File: src/scr_pkg.sv
// constants for the spi protocol configuration and status register pair
package scr_pkg;

  // register map, memory map select zero
  localparam logic [3:0]  MMS_ZERO         = 4'h0;
  localparam logic [15:0] CFG_ADDR         = 16'h0004;
  localparam logic [15:0] STS_ADDR         = 16'h0008;

  // control header layout
  localparam int          HDR_WNR_BIT      = 31;
  localparam int          HDR_MMS_LSB      = 16;
  localparam int          WORD_BITS        = 32;

  // configuration field positions
  localparam int          CFG_SYNC_BIT     = 15;
  localparam int          CFG_FCSVE_BIT    = 14;
  localparam int          CFG_CSALIGN_BIT  = 13;
  localparam int          CFG_ZALIGN_BIT   = 12;
  localparam int          CFG_THR_LSB      = 10;
  localparam int          CFG_TX_CUT_THROUGH_EN_BIT    = 9;
  localparam int          CFG_RX_CUT_THROUGH_EN_BIT    = 8;
  localparam int          CFG_PROT_BIT     = 5;
  localparam int          CFG_CPS_LSB      = 0;

  // status field positions
  localparam int          STS_CONTROL_PROTECTION_ERROR_BIT     = 12;
  localparam int          STS_FCSE_BIT     = 11;

  // reset values and chunk payload size codes
  localparam logic [2:0]  CPS_RST          = 3'h6;
  localparam logic [2:0]  CPS_MIN          = 3'h3;
  localparam logic [2:0]  CPS_MAX          = 3'h6;
  localparam logic [1:0]  THR_RST          = 2'h0;

  // credits needed to leave starvation for each threshold code
  function automatic logic [7:0] thr_credits(input logic [1:0] code);
    logic [7:0] val;
    val = 8'h01;
    unique case (code)
      2'h0: val = 8'h01;
      2'h1: val = 8'h04;
      2'h2: val = 8'h08;
      2'h3: val = 8'h10;
    endcase
    return val;
  endfunction : thr_credits

endpackage : scr_pkg

File: src/scr_pin_sync.sv
// two flip-flop synchronisers for pins from outside the clock domain
module scr_pin_sync #(
  parameter int         WIDTH = 3,
  parameter logic [2:0] RST_V = 3'h0
) (
  input  wire logic             mclk_i,
  input  wire logic             rst_b_i,
  input  wire logic [WIDTH-1:0] pin_i,
  output logic      [WIDTH-1:0] sync_o
);

  logic [WIDTH-1:0] meta_r;

  genvar g;
  generate
    for (g = 0; g < WIDTH; g++) begin : g_bit
      always_ff @(posedge mclk_i or negedge rst_b_i) begin
        if (!rst_b_i) begin
          meta_r[g] <= RST_V[g];
          sync_o[g] <= RST_V[g];
        end else begin
          meta_r[g] <= pin_i[g];
          sync_o[g] <= meta_r[g];
        end
      end
    end
  endgenerate

endmodule : scr_pin_sync

File: src/scr_chunk_check.sv
// checks transmit chunk header offsets against the chunk payload size
module scr_chunk_check (
  input  wire logic       mclk_i,
  input  wire logic       rst_b_i,
  input  wire logic       hdr_valid_i,
  input  wire logic       start_valid_i,
  input  wire logic       end_valid_i,
  input  wire logic [3:0] start_word_offset_i,
  input  wire logic [5:0] end_byte_offset_i,
  input  wire logic [2:0] chunk_payload_size_i,
  output logic            proto_err_o
);

  logic [7:0] payload_bytes;
  logic [7:0] start_byte;
  logic       swo_bad;
  logic       ebo_bad;

  assign payload_bytes = 8'(8'h08 << (chunk_payload_size_i - scr_pkg::CPS_MIN));
  assign start_byte    = {2'h0, start_word_offset_i, 2'h0};
  assign swo_bad       = start_valid_i && (start_byte >= payload_bytes);
  assign ebo_bad       = end_valid_i && ({2'h0, end_byte_offset_i} >= payload_bytes);

  always_ff @(posedge mclk_i or negedge rst_b_i) begin
    if (!rst_b_i) begin
      proto_err_o <= 1'b0;
    end else begin
      proto_err_o <= hdr_valid_i && (swo_bad || ebo_bad);
    end
  end

  AST_OFFSET_BEYOND: assert property (@(posedge mclk_i) disable iff (!rst_b_i)
    hdr_valid_i && start_valid_i && (start_byte >= payload_bytes) |=> proto_err_o)
    else $error("start offset beyond payload not flagged");

endmodule : scr_chunk_check

File: src/scr_regs.sv
// spi protocol configuration and status registers with control transaction port
////////////////////////////////////////////////////////////////////////////////
module scr_regs (
  input  wire logic       mclk_i,
  input  wire logic       rst_b_i,
  input  wire logic       chip_select_n_i,
  input  wire logic       spi_sclk_i,
  input  wire logic       spi_mosi_i,
  output logic            spi_miso_o,
  output logic            spi_miso_oe_o,
  input  wire logic       tx_host_fcs_bad_i,
  input  wire logic [7:0] tx_credits_available_i,
  input  wire logic       tx_hdr_valid_i,
  input  wire logic       tx_start_valid_i,
  input  wire logic       tx_end_valid_i,
  input  wire logic [3:0] tx_start_word_offset_i,
  input  wire logic [5:0] tx_end_byte_offset_i,
  output logic            frames_accept_o,
  output logic            tx_check_seq_validate_en_o,
  output logic            chip_select_rx_align_en_o,
  output logic            zero_offset_rx_align_en_o,
  output logic            tx_cut_through_en_o,
  output logic            rx_cut_through_en_o,
  output logic            control_protection_en_o,
  output logic [2:0]      chunk_payload_size_o,
  output logic            tx_protocol_error_o,
  output logic            interrupt_out_n_o
);

  ////////////////////////////////////////////////////////////////////////////////
  // pin synchronisers and edge detection
  logic [2:0] pins_s;
  logic       cs_n_s;
  logic       sclk_s;
  logic       mosi_s;
  logic       sclk_d_r;
  logic       cs_n_d_r;

  scr_pin_sync #(
    .WIDTH (3),
    .RST_V (3'h4)
  ) u_sync (
    .mclk_i  (mclk_i),
    .rst_b_i (rst_b_i),
    .pin_i   ({chip_select_n_i, spi_sclk_i, spi_mosi_i}),
    .sync_o  (pins_s)
  );

  assign cs_n_s = pins_s[2];
  assign sclk_s = pins_s[1];
  assign mosi_s = pins_s[0];

  always_ff @(posedge mclk_i or negedge rst_b_i) begin
    if (!rst_b_i) begin
      sclk_d_r <= 1'b0;
      cs_n_d_r <= 1'b1;
    end else begin
      sclk_d_r <= sclk_s;
      cs_n_d_r <= cs_n_s;
    end
  end

  logic sclk_rise;
  logic sclk_fall;
  logic cs_start;

  assign sclk_rise = !cs_n_s && sclk_s && !sclk_d_r;
  assign sclk_fall = !cs_n_s && !sclk_s && sclk_d_r;
  assign cs_start  = !cs_n_s && cs_n_d_r;

  ////////////////////////////////////////////////////////////////////////////////
  // control transaction shifter: header, data word, optional complement word
  logic [6:0]  bit_cnt_r;
  logic [31:0] shift_in_r;
  logic [31:0] hdr_r;
  logic [31:0] data_r;
  logic [31:0] out_sh_r;
  logic [31:0] word_in;
  logic        hdr_done;
  logic        data_done;
  logic        chk_done;

  assign word_in   = {shift_in_r[30:0], mosi_s};
  assign hdr_done  = sclk_rise && (bit_cnt_r == 7'h1F);
  assign data_done = sclk_rise && (bit_cnt_r == 7'h3F);
  assign chk_done  = sclk_rise && (bit_cnt_r == 7'h5F);

  always_ff @(posedge mclk_i or negedge rst_b_i) begin
    if (!rst_b_i) begin
      bit_cnt_r  <= 7'h00;
      shift_in_r <= 32'h0000_0000;
      hdr_r      <= 32'h0000_0000;
      data_r     <= 32'h0000_0000;
    end else if (cs_n_s) begin
      bit_cnt_r  <= 7'h00;
    end else if (sclk_rise) begin
      bit_cnt_r  <= (bit_cnt_r == 7'h5F) ? 7'h00 : bit_cnt_r + 7'h01;
      shift_in_r <= word_in;
      if (hdr_done) begin
        hdr_r  <= word_in;
      end
      if (data_done) begin
        data_r <= word_in;
      end
    end
  end

  ////////////////////////////////////////////////////////////////////////////////
  // register storage
  logic       sync_r;
  logic       fcsve_r;
  logic       csalign_r;
  logic       zalign_r;
  logic [1:0] thr_r;
  logic       tx_cut_through_en_r;
  logic       rx_cut_through_en_r;
  logic       prot_r;
  logic [2:0] cps_r;
  logic       control_protection_error_r;
  logic       tx_host_check_seq_error_r;

  logic [31:0] cfg_rd;
  logic [31:0] sts_rd;

  assign cfg_rd = {16'h0000, sync_r, fcsve_r, csalign_r, zalign_r, thr_r,
                   tx_cut_through_en_r, rx_cut_through_en_r, 2'h0, prot_r, 2'h0, cps_r};
  assign sts_rd = {19'h0_0000, control_protection_error_r, tx_host_check_seq_error_r, 11'h000};

  ////////////////////////////////////////////////////////////////////////////////
  // address decode and write commit
  logic        hdr_wnr;
  logic        hit_cfg;
  logic        hit_sts;
  logic [31:0] rd_word;
  logic        rd_hit_cfg;
  logic        rd_hit_sts;
  logic        wr_commit;
  logic        prot_err_set;
  logic        wr_cfg;
  logic        wr_sts;
  logic        cps_legal;
  logic [31:0] wr_word;
  logic [2:0]  wr_word_cps;

  localparam int HDR_MMS_HI = scr_pkg::HDR_MMS_LSB + 3;

  assign rd_hit_cfg = (word_in[HDR_MMS_HI:scr_pkg::HDR_MMS_LSB] == scr_pkg::MMS_ZERO)
                      && (word_in[15:0] == scr_pkg::CFG_ADDR);
  assign rd_hit_sts = (word_in[HDR_MMS_HI:scr_pkg::HDR_MMS_LSB] == scr_pkg::MMS_ZERO)
                      && (word_in[15:0] == scr_pkg::STS_ADDR);
  assign rd_word    = rd_hit_cfg ? cfg_rd : (rd_hit_sts ? sts_rd : 32'h0000_0000);

  assign hdr_wnr      = hdr_r[scr_pkg::HDR_WNR_BIT];
  assign hit_cfg      = (hdr_r[HDR_MMS_HI:scr_pkg::HDR_MMS_LSB] == scr_pkg::MMS_ZERO)
                        && (hdr_r[15:0] == scr_pkg::CFG_ADDR);
  assign hit_sts      = (hdr_r[HDR_MMS_HI:scr_pkg::HDR_MMS_LSB] == scr_pkg::MMS_ZERO)
                        && (hdr_r[15:0] == scr_pkg::STS_ADDR);
  assign wr_commit    = hdr_wnr && ((data_done && !prot_r)
                        || (chk_done && prot_r && (word_in == ~data_r)));
  assign prot_err_set = hdr_wnr && chk_done && prot_r && (word_in != ~data_r);
  assign wr_cfg       = wr_commit && hit_cfg;
  assign wr_sts       = wr_commit && hit_sts;
  assign cps_legal    = (wr_word_cps >= scr_pkg::CPS_MIN) && (wr_word_cps <= scr_pkg::CPS_MAX);

  assign wr_word     = prot_r ? data_r : word_in;
  assign wr_word_cps = wr_word[scr_pkg::CFG_CPS_LSB +: 3];

  ////////////////////////////////////////////////////////////////////////////////
  // configuration register
  always_ff @(posedge mclk_i or negedge rst_b_i) begin
    if (!rst_b_i) begin
      sync_r    <= 1'b0;
      fcsve_r   <= 1'b0;
      csalign_r <= 1'b0;
      zalign_r  <= 1'b0;
      thr_r     <= scr_pkg::THR_RST;
      tx_cut_through_en_r   <= 1'b0;
      rx_cut_through_en_r   <= 1'b0;
      prot_r    <= 1'b0;
      cps_r     <= scr_pkg::CPS_RST;
    end else if (wr_cfg) begin
      sync_r    <= sync_r | wr_word[scr_pkg::CFG_SYNC_BIT];
      fcsve_r   <= wr_word[scr_pkg::CFG_FCSVE_BIT];
      csalign_r <= wr_word[scr_pkg::CFG_CSALIGN_BIT];
      zalign_r  <= wr_word[scr_pkg::CFG_ZALIGN_BIT];
      thr_r     <= wr_word[scr_pkg::CFG_THR_LSB +: 2];
      tx_cut_through_en_r   <= wr_word[scr_pkg::CFG_TX_CUT_THROUGH_EN_BIT];
      rx_cut_through_en_r   <= wr_word[scr_pkg::CFG_RX_CUT_THROUGH_EN_BIT];
      prot_r    <= wr_word[scr_pkg::CFG_PROT_BIT];
      if (cps_legal) begin
        cps_r   <= wr_word_cps;
      end
    end
  end

  ////////////////////////////////////////////////////////////////////////////////
  // status register: sticky flags, set wins over write-one-to-clear
  logic control_protection_error_nxt;
  logic tx_host_check_seq_error_nxt;

  assign control_protection_error_nxt   = prot_err_set
                      || (control_protection_error_r && !(wr_sts && wr_word[scr_pkg::STS_CONTROL_PROTECTION_ERROR_BIT]));
  assign tx_host_check_seq_error_nxt = tx_host_fcs_bad_i
                      || (tx_host_check_seq_error_r && !(wr_sts && wr_word[scr_pkg::STS_FCSE_BIT]));

  always_ff @(posedge mclk_i or negedge rst_b_i) begin
    if (!rst_b_i) begin
      control_protection_error_r   <= 1'b0;
      tx_host_check_seq_error_r <= 1'b0;
    end else begin
      control_protection_error_r   <= control_protection_error_nxt;
      tx_host_check_seq_error_r <= tx_host_check_seq_error_nxt;
    end
  end

  ////////////////////////////////////////////////////////////////////////////////
  // read data shift out, data changes on falling clock edge
  logic [31:0] rd_hold_r;

  always_ff @(posedge mclk_i or negedge rst_b_i) begin
    if (!rst_b_i) begin
      out_sh_r <= 32'h0000_0000;
    end else if (hdr_done) begin
      out_sh_r <= word_in[scr_pkg::HDR_WNR_BIT] ? 32'h0000_0000 : rd_word;
    end else if (data_done) begin
      out_sh_r <= (!hdr_wnr && prot_r) ? ~rd_hold_r : 32'h0000_0000;
    end else if (sclk_fall) begin
      out_sh_r <= {out_sh_r[30:0], 1'b0};
    end
  end

  always_ff @(posedge mclk_i or negedge rst_b_i) begin
    if (!rst_b_i) begin
      rd_hold_r <= 32'h0000_0000;
    end else if (hdr_done) begin
      rd_hold_r <= rd_word;
    end
  end

  always_ff @(posedge mclk_i or negedge rst_b_i) begin
    if (!rst_b_i) begin
      spi_miso_o    <= 1'b0;
      spi_miso_oe_o <= 1'b0;
    end else begin
      spi_miso_oe_o <= !cs_n_s;
      if (sclk_fall) begin
        spi_miso_o  <= out_sh_r[31];
      end
    end
  end

  ////////////////////////////////////////////////////////////////////////////////
  // transmit credit threshold and interrupt line
  logic       starved_r;
  logic       credit_pend_r;
  logic       credit_ok;
  logic       starved_nxt;
  logic       credit_pend_nxt;

  assign credit_ok       = tx_credits_available_i >= scr_pkg::thr_credits(thr_r);
  assign starved_nxt     = (tx_credits_available_i == 8'h00) || (starved_r && !credit_ok);
  assign credit_pend_nxt = (starved_r && credit_ok) || (credit_pend_r && !cs_start);

  always_ff @(posedge mclk_i or negedge rst_b_i) begin
    if (!rst_b_i) begin
      starved_r         <= 1'b0;
      credit_pend_r     <= 1'b0;
      interrupt_out_n_o <= 1'b1;
    end else begin
      starved_r         <= starved_nxt;
      credit_pend_r     <= credit_pend_nxt;
      interrupt_out_n_o <= !(credit_pend_nxt || control_protection_error_nxt || tx_host_check_seq_error_nxt);
    end
  end

  ////////////////////////////////////////////////////////////////////////////////
  // configuration outputs to the data path
  always_ff @(posedge mclk_i or negedge rst_b_i) begin
    if (!rst_b_i) begin
      frames_accept_o            <= 1'b0;
      tx_check_seq_validate_en_o <= 1'b0;
      chip_select_rx_align_en_o  <= 1'b0;
      zero_offset_rx_align_en_o  <= 1'b0;
      tx_cut_through_en_o        <= 1'b0;
      rx_cut_through_en_o        <= 1'b0;
      control_protection_en_o    <= 1'b0;
      chunk_payload_size_o       <= scr_pkg::CPS_RST;
    end else begin
      frames_accept_o            <= sync_r;
      tx_check_seq_validate_en_o <= fcsve_r;
      chip_select_rx_align_en_o  <= csalign_r;
      zero_offset_rx_align_en_o  <= zalign_r;
      tx_cut_through_en_o        <= tx_cut_through_en_r;
      rx_cut_through_en_o        <= rx_cut_through_en_r;
      control_protection_en_o    <= prot_r;
      chunk_payload_size_o       <= cps_r;
    end
  end

  scr_chunk_check u_chunk (
    .mclk_i               (mclk_i),
    .rst_b_i              (rst_b_i),
    .hdr_valid_i          (tx_hdr_valid_i),
    .start_valid_i        (tx_start_valid_i),
    .end_valid_i          (tx_end_valid_i),
    .start_word_offset_i  (tx_start_word_offset_i),
    .end_byte_offset_i    (tx_end_byte_offset_i),
    .chunk_payload_size_i (cps_r),
    .proto_err_o          (tx_protocol_error_o)
  );

  ////////////////////////////////////////////////////////////////////////////////
  // assertions
  AST_SYNC_STICKY: assert property (@(posedge mclk_i) disable iff (!rst_b_i)
    sync_r |=> sync_r)
    else $error("sync bit cleared without reset");

  AST_FRAMES_GATED: assert property (@(posedge mclk_i) disable iff (!rst_b_i)
    !sync_r |=> !frames_accept_o)
    else $error("frames accepted before sync");

  AST_CPS_RANGE: assert property (@(posedge mclk_i) disable iff (!rst_b_i)
    (cps_r >= scr_pkg::CPS_MIN) && (cps_r <= scr_pkg::CPS_MAX))
    else $error("payload size code out of range");

  AST_CFG_RO_ZERO: assert property (@(posedge mclk_i) disable iff (!rst_b_i)
    (cfg_rd[31:16] == 16'h0000) && (cfg_rd[7:6] == 2'h0))
    else $error("read-only config bits not zero");

  AST_STS_RO_ZERO: assert property (@(posedge mclk_i) disable iff (!rst_b_i)
    sts_rd[10:9] == 2'h0)
    else $error("timestamp capture bits not zero");

  AST_CONTROL_PROTECTION_ERROR_SET: assert property (@(posedge mclk_i) disable iff (!rst_b_i)
    prot_err_set |=> control_protection_error_r ##1 (control_protection_error_r || $past(wr_sts)))
    else $error("protection error not latched");

  AST_FCSE_SET: assert property (@(posedge mclk_i) disable iff (!rst_b_i)
    tx_host_fcs_bad_i |=> tx_host_check_seq_error_r && !interrupt_out_n_o)
    else $error("host fcs error not flagged");

  AST_W1C_ZERO: assert property (@(posedge mclk_i) disable iff (!rst_b_i)
    tx_host_check_seq_error_r && !(wr_sts && wr_word[scr_pkg::STS_FCSE_BIT]) |=> tx_host_check_seq_error_r)
    else $error("fcs flag lost without write one");

  AST_CREDIT_HOLD: assert property (@(posedge mclk_i) disable iff (!rst_b_i)
    starved_r && !credit_ok && !credit_pend_r && !control_protection_error_nxt && !tx_host_check_seq_error_nxt |=> interrupt_out_n_o)
    else $error("credit interrupt below threshold");

endmodule : scr_regs

File: config.mk
export PLATFORM = sky130hd
export DESIGN_NAME = scr_regs
export DESIGN_NICKNAME = d
export VERILOG_FILES = /design/src/scr_pkg.sv /design/src/scr_pin_sync.sv /design/src/scr_chunk_check.sv /design/src/scr_regs.sv
export SDC_FILE = /design/constraint.sdc
export NUM_CORES = 1
export LEC_CHECK = 0
export BUFFER_PORTS_ARGS = -buffer_cell sky130_fd_sc_hd__buf_2
export CORE_ASPECT_RATIO = 2
export CORE_MARGIN = 5
export CORE_UTILIZATION = 45
export DETAILED_ROUTE_END_ITERATION = 6
export GPL_TIMING_DRIVEN = 0
export PLACE_DENSITY = 0.6
export SLEW_MARGIN = 10
export SYNTH_ARGS = -nofsm -noshare
export SYNTH_HDL_FRONTEND = slang
export SYNTH_SLANG_ARGS = --single-unit
File: constraint.sdc
create_clock -name mclk_i -period 7.5 [get_ports mclk_i]
set_input_delay 0.75 -clock mclk_i [delete_from_list [all_inputs] [get_ports mclk_i]]
set_output_delay 0.75 -clock mclk_i [all_outputs]
set_load 0.05 [all_outputs]
After elaboration in Yosys (flattened, before gate mapping)
Cells that the tools add are included.
{"block": "classes", "bitwise": 4, "addsub": 2, "reduce_logical": 61, "shifts": 1, "n_mux": 12, "eq_ne": 12, "order_cmp": 5}
{"op": "$mux 32", "count": 4}
{"op": "$not 32->32", "count": 2}
{"op": "$mux 16", "count": 3}
{"op": "$logic_and 1x1->1", "count": 33}
{"op": "$eq 16x3->1 const B", "count": 2}
{"op": "$eq 16x4->1 const B", "count": 2}
{"op": "$eq 32x32->1", "count": 1}
{"op": "$ne 32x32->1", "count": 1}
{"op": "$pmux 8 s4", "count": 1}
{"op": "$mux 7", "count": 3}
{"op": "$ge 6x8->1", "count": 2}
{"op": "$mux 13", "count": 1}
{"op": "$logic_not 1->1", "count": 10}
{"op": "$ge 8x8->1", "count": 1}
{"op": "$logic_not 4->1", "count": 2}
{"op": "$logic_not 8->1", "count": 1}
{"op": "$logic_or 1x1->1", "count": 8}
{"op": "$shl 4x3->8 const A", "count": 1}
{"op": "$add 7x1->7 const B", "count": 1}
{"op": "$eq 7x5->1 const B", "count": 1}
{"op": "$eq 7x6->1 const B", "count": 1}
{"op": "$eq 7x7->1 const B", "count": 1}
{"op": "$reduce_and 3->1", "count": 2}
{"op": "$eq 2x2->1 const B", "count": 2}
{"op": "other kinds (10)", "count": 11}
{"block": "totals", "reg_bits": 204, "elab_cells": 136, "output_inout_bits": 14}

Longest topological paths before layout
{"block": "depth", "ltp_word": 16, "depth_mapped": 10}

Hierarchy
A second synthesis with hierarchy kept.
{"block": "unflattened", "hier_cells": 821, "hier_area_um2": 7631.1}
{"mod": "scr_regs", "area_per_inst_um2": 7295.7, "seq_area_each_um2": 4161.5, "cells_each": 797, "instances": 1}
{"mod": "scr_chunk_check", "area_per_inst_um2": 182.7, "seq_area_each_um2": 25.0, "cells_each": 18, "instances": 1}
{"mod": "scr_pin_sync", "area_per_inst_um2": 152.6, "seq_area_each_um2": 152.6, "cells_each": 6, "instances": 1}

Worst setup path before layout
OpenSTA, ideal clock, no wires.
{"block": "synth_timing", "kind": "in2reg", "start": "input tx_credits_available_i[0]", "end": "register interrupt_out_n_o", "arrival_ns": 2.294, "path_slack_ns": 5.116, "path_stages": 9, "path_cell_list": "inv_1 ha_1 or3b_2 a21o_1 a21oi_1 nor2b_1 o21ai_0 nand2_1 nor4b_2"}
{"block": "synth_between", "elab_chain_len": 6}
{"element": "start, declared", "line_no": "scr_regs.sv:12", "text": "input wire logic [7:0] tx_credits_available_i,"}
{"element": "$ge 8x8->1", "line_no": "scr_regs.sv:260", "text": "assign credit_ok = tx_credits_available_i >= scr_pkg::thr_credits(thr_r);"}
{"element": "$logic_and 1x1->1", "line_no": "scr_regs.sv:262", "text": "assign credit_pend_nxt = (starved_r && credit_ok) || (credit_pend_r && !cs_start);"}
{"element": "$logic_or 1x1->1", "line_no": "scr_regs.sv:262"}
{"element": "via credit_pend_nxt", "line_no": "scr_regs.sv:258", "text": "logic credit_pend_nxt;"}
{"element": "$logic_or 1x1->1 (2 in series)", "line_no": "scr_regs.sv:272", "text": "interrupt_out_n_o <= !(credit_pend_nxt || control_protection_error_nxt || tx_host_check_seq_error_nxt);"}
{"element": "$logic_not 1->1", "line_no": "scr_regs.sv:272"}
{"element": "end signal, assigned", "line_no": "scr_regs.sv:272"}
{"element": "end, declared", "line_no": "scr_regs.sv:27", "text": "output logic interrupt_out_n_o"}
The timed path passes the listed nets, and every way through them passes these cells.
A chain may end at the register's enable or synchronous reset.

Worst setup path in the final report
{"block": "layout_timing", "start": "register bit_cnt_r[0]", "end": "register out_sh_r[10]"}
{"block": "layout_between", "elab_chain_len": 4, "word_cells_on_any_way": 7}
{"element": "start, declared", "line_no": "scr_regs.sv:73", "text": "logic [6:0] bit_cnt_r;"}
{"element": "start signal, assigned", "line_no": "scr_regs.sv:97", "text": "bit_cnt_r <= (bit_cnt_r == 7'h5F) ? 7'h00 : bit_cnt_r + 7'h01;"}
{"element": "$eq 7x6->1", "line_no": "scr_regs.sv:85", "text": "assign data_done = sclk_rise && (bit_cnt_r == 7'h3F);"}
{"element": "$logic_and 1x1->1", "line_no": "scr_regs.sv:85"}
{"element": "$mux 32", "line_no": "scr_regs.sv:225", "text": "end else if (data_done) begin"}
{"element": "$mux 32", "line_no": "scr_regs.sv:223", "text": "end else if (hdr_done) begin"}
{"element": "end signal, assigned", "line_no": "scr_regs.sv:224", "text": "out_sh_r <= word_in[scr_pkg::HDR_WNR_BIT] ? 32'h0000_0000 : rd_word;"}
{"element": "end signal, assigned", "line_no": "scr_regs.sv:226", "text": "out_sh_r <= (!hdr_wnr && prot_r) ? ~rd_hold_r : 32'h0000_0000;"}
{"element": "end signal, assigned", "line_no": "scr_regs.sv:228", "text": "out_sh_r <= {out_sh_r[30:0], 1'b0};"}
{"element": "end, declared", "line_no": "scr_regs.sv:77", "text": "logic [31:0] out_sh_r;"}
Several ways; a longest one is shown, not always the timed one.

==> flow_summary.ini <==
[sta]
timing.final.hold_violations = 0
tightestPinTransition_ns = 1.132
setup_ws_ns = 4.478
fin_crit_sh_pct = 40.29
setup_violations = 0
fin_tns_setup_ns = 0
finClkSkew_ns = 0.01421
layout_min_cycle_time_ns = 3.022
whs_ns = 0.2460
slew_violations = 0
slew_headroom_pct = 24.37
rsz0062_at_grt = no
max_freq_mhz = 330.9

[clock_network]
cts_buffers = 17
cts_tree = yes
cts_hold_buf = 0
cts_resized = 0
root_buffer = clkbuf_16
cts.sinks = 173
cts_max_path_buffers = 2
cts_setup_buffers = 0
insertion_delay_ns = 0.43
htree_levels = 4
path_clk_slew_ns = 0.07

[placed_design]
dp_hpwl_um = 12600
place_ws_ns = 4.524
gp_congestion = 0.8405
place_area_sq_um = 8224
placed_cells = 1073
portBuffers = 36

[logic_synthesis]
syn_area_sq_um = 7744
synth_ff_type = dfrtp_1
synth_edf_count = 0
synth-seq-cells = 173
synth_fp_nets = 865
synth.avg_cell_area_sq_um = 9.375
synth_cell_type_count = 55
netlist_instances = 826
async_reset_ff_share_pct = 100.0
yosysWarningCount = 0
ys_seq_area_share_pct = 56.03

[worst_setup_path]
r2r-end = out_sh_r[10]$_DFFE_PN0P_
r2r_start = bit_cnt_r[0]$_DFFE_PN0P_
cp.arrival_ns = 3.32
regToRegSetupSlack_ns = 4.48
worstSetupStartpoint = bit_cnt_r[0]$_DFFE_PN0P_
crit_required_ns = 7.80
crit_type = flop to flop
endpoint_kind = flop
crit_end = out_sh_r[10]$_DFFE_PN0P_
r2r_cells = 7
start_kind = flop
path_max_fanout = 10

[die]
design.die.area_sq_um = 20090
io_pins = 41
die_w_um = 102.8
die_y_um = 195.5
coreArea_sq_um = 17100
rows = 68
start_util_pct = 45.28

[cells_and_area]
utilization_pct = 51.74
final_nets = 921
drive_above_1_share_pct = 11.40
final_common_cell = nand2_1
final_cells = 1105
finish.instance_area_sq_um = 8848
syn_to_final_growth_pct = 14.27
final_cell_mix = nand2_1, dfrtp_1, nor2_1
num_antenna_cells = 0
fillCellCount = 1550

[pwr]
total_power_mw = 2.105
peakVddDrop_mv = 0.1507
p_leak_nw = 4.283
pwr_density_cell_nw_per_um2 = 237.9

[hold_path]
hold_path_class = input port to asynchronous set/reset pin

[global_route]
grt_pass1_vias = 5538
grt_max_degree = 112
grt_pass1_wl_um = 29430
grt_use_total_pct = 18.72
antenna_found_initial = 0
grt_overflow = 0

[routing]
vias = 5833
finalWirelength_um = 17910
drcViolationCount = 0
avgViaCountPerCell = 5.279
drtIter0Drc = 277
firstDrtPassIters = 4
wl_per_cell_um = 16.21
antenna_left = 0

[run_status]
status = complete, no violations

[flow_run]
max-cap-violations = 0
## cell type report
type	instances	area (sq um)	share of cell area (%)
clock buffer	19	442.9	5.006
timing repair buffer	37	217.7	2.460
tap	210	262.8	2.969
clock inverter	13	181.4	2.050
buffer	47	187.7	2.121
inverter	12	45.04	0.5090
sequential	173	4339	49.04
multi-input combinational	594	3172	35.85
## Yosys cell counts, types with 2 or more instances
master	number	share of area, %
a21oi_1	7	0.45
a221oi_1	9	1.0
a22o_1	13	1.5
a22oi_1	2	0.19
and2_1	2	0.16
and3_1	2	0.16
buf_2	3	0.19
clkbuf_1	42	2.0
dfrtp_1	165	53
dfstp_2	8	2.7
ha_1	12	1.9
inv_1	12	0.58
mux2_2	8	1.2
mux2_4	3	0.58
mux2i_1	9	1.2
nand2_1	301	15
nand2b_1	5	0.40
nand3_1	7	0.45
nand4_1	6	0.48
nor2_1	59	2.9
nor2b_1	4	0.32
nor3_2	2	0.26
nor4_1	23	1.9
nor4b_2	2	0.39
o211a_1	2	0.26
o21a_1	4	0.39
o21ai_0	44	2.8
o22a_1	2	0.23
o41ai_1	3	0.34
or3_1	2	0.16
or4_1	5	0.48
xnor2_1	34	3.8
xor2_1	2	0.23
## critical path, cell delays in order (launching register included)
cell      delay [ns]
dfrtp_1         0.39
ha_1            0.21
nand4_1         0.34
nor4b_2         0.99
a21oi_1         0.22
clkbuf_1        0.31
a221oi_1        0.37
nor2_1          0.07
## registers in the layout, indices dropped and copies added, names as in the netlist, 2 cells and up
signal,cells
data_r,32
out_sh_r,32
shift_in_r,31
hdr_r,21
rd_hold_r,12
bit_cnt_r,7
chunk_payload_size_o,3
cps_r,3
u_sync.meta_r,3
u_sync.sync_o,3
thr_r,2
## power by group
| group | switching [mW] | internal, mW |
|---|---|---|
| Combinational | 0.0988 | 0.0587 |
| Clock | 0.391 | 0.544 |
| Sequential | 0.0340 | 0.978 |
## kinds of logic (layout without fill, tap and decap cells)
logic type	after synthesis	after routing	synth area share [%]
AOI/OAI and AO/OA	96	96	8.273
xor gates and xnor gates	36	36	4.072
buffers and inverters	59	128	3.005
and+or+nand+nor	430	430	23.77
DFF	173	173	56.03
adders and majority gates	12	12	1.939
muxes	20	20	2.908
## how the worst min path moves through the flow
stage	start	endpoint	slack [ns]
after global placement	u_sync.meta_r[1]$_DFF_PN0_	u_sync.sync_o[1]$_DFF_PN0_	0.33
after detailed placement	u_sync.meta_r[0]$_DFF_PN0_	u_sync.sync_o[0]$_DFF_PN0_	0.33
after CTS	rst_b_i	hdr_r[14]$_DFFE_PN0P_	0.27
after global routing	rst_b_i	hdr_r[16]$_DFFE_PN0P_	0.29
after floorplan	u_sync.meta_r[0]$_DFF_PN0_	u_sync.sync_o[0]$_DFF_PN0_	0.33
final	rst_b_i	hdr_r[11]$_DFFE_PN0P_	0.25
## metal layers
layer	global-route usage, %	wire length (um)
met2	29.54	8725
met4	5.476	285
met1	26.65	8111
met5	0	0
met3	2.860	785
Power figures use the tool's default switching activity.
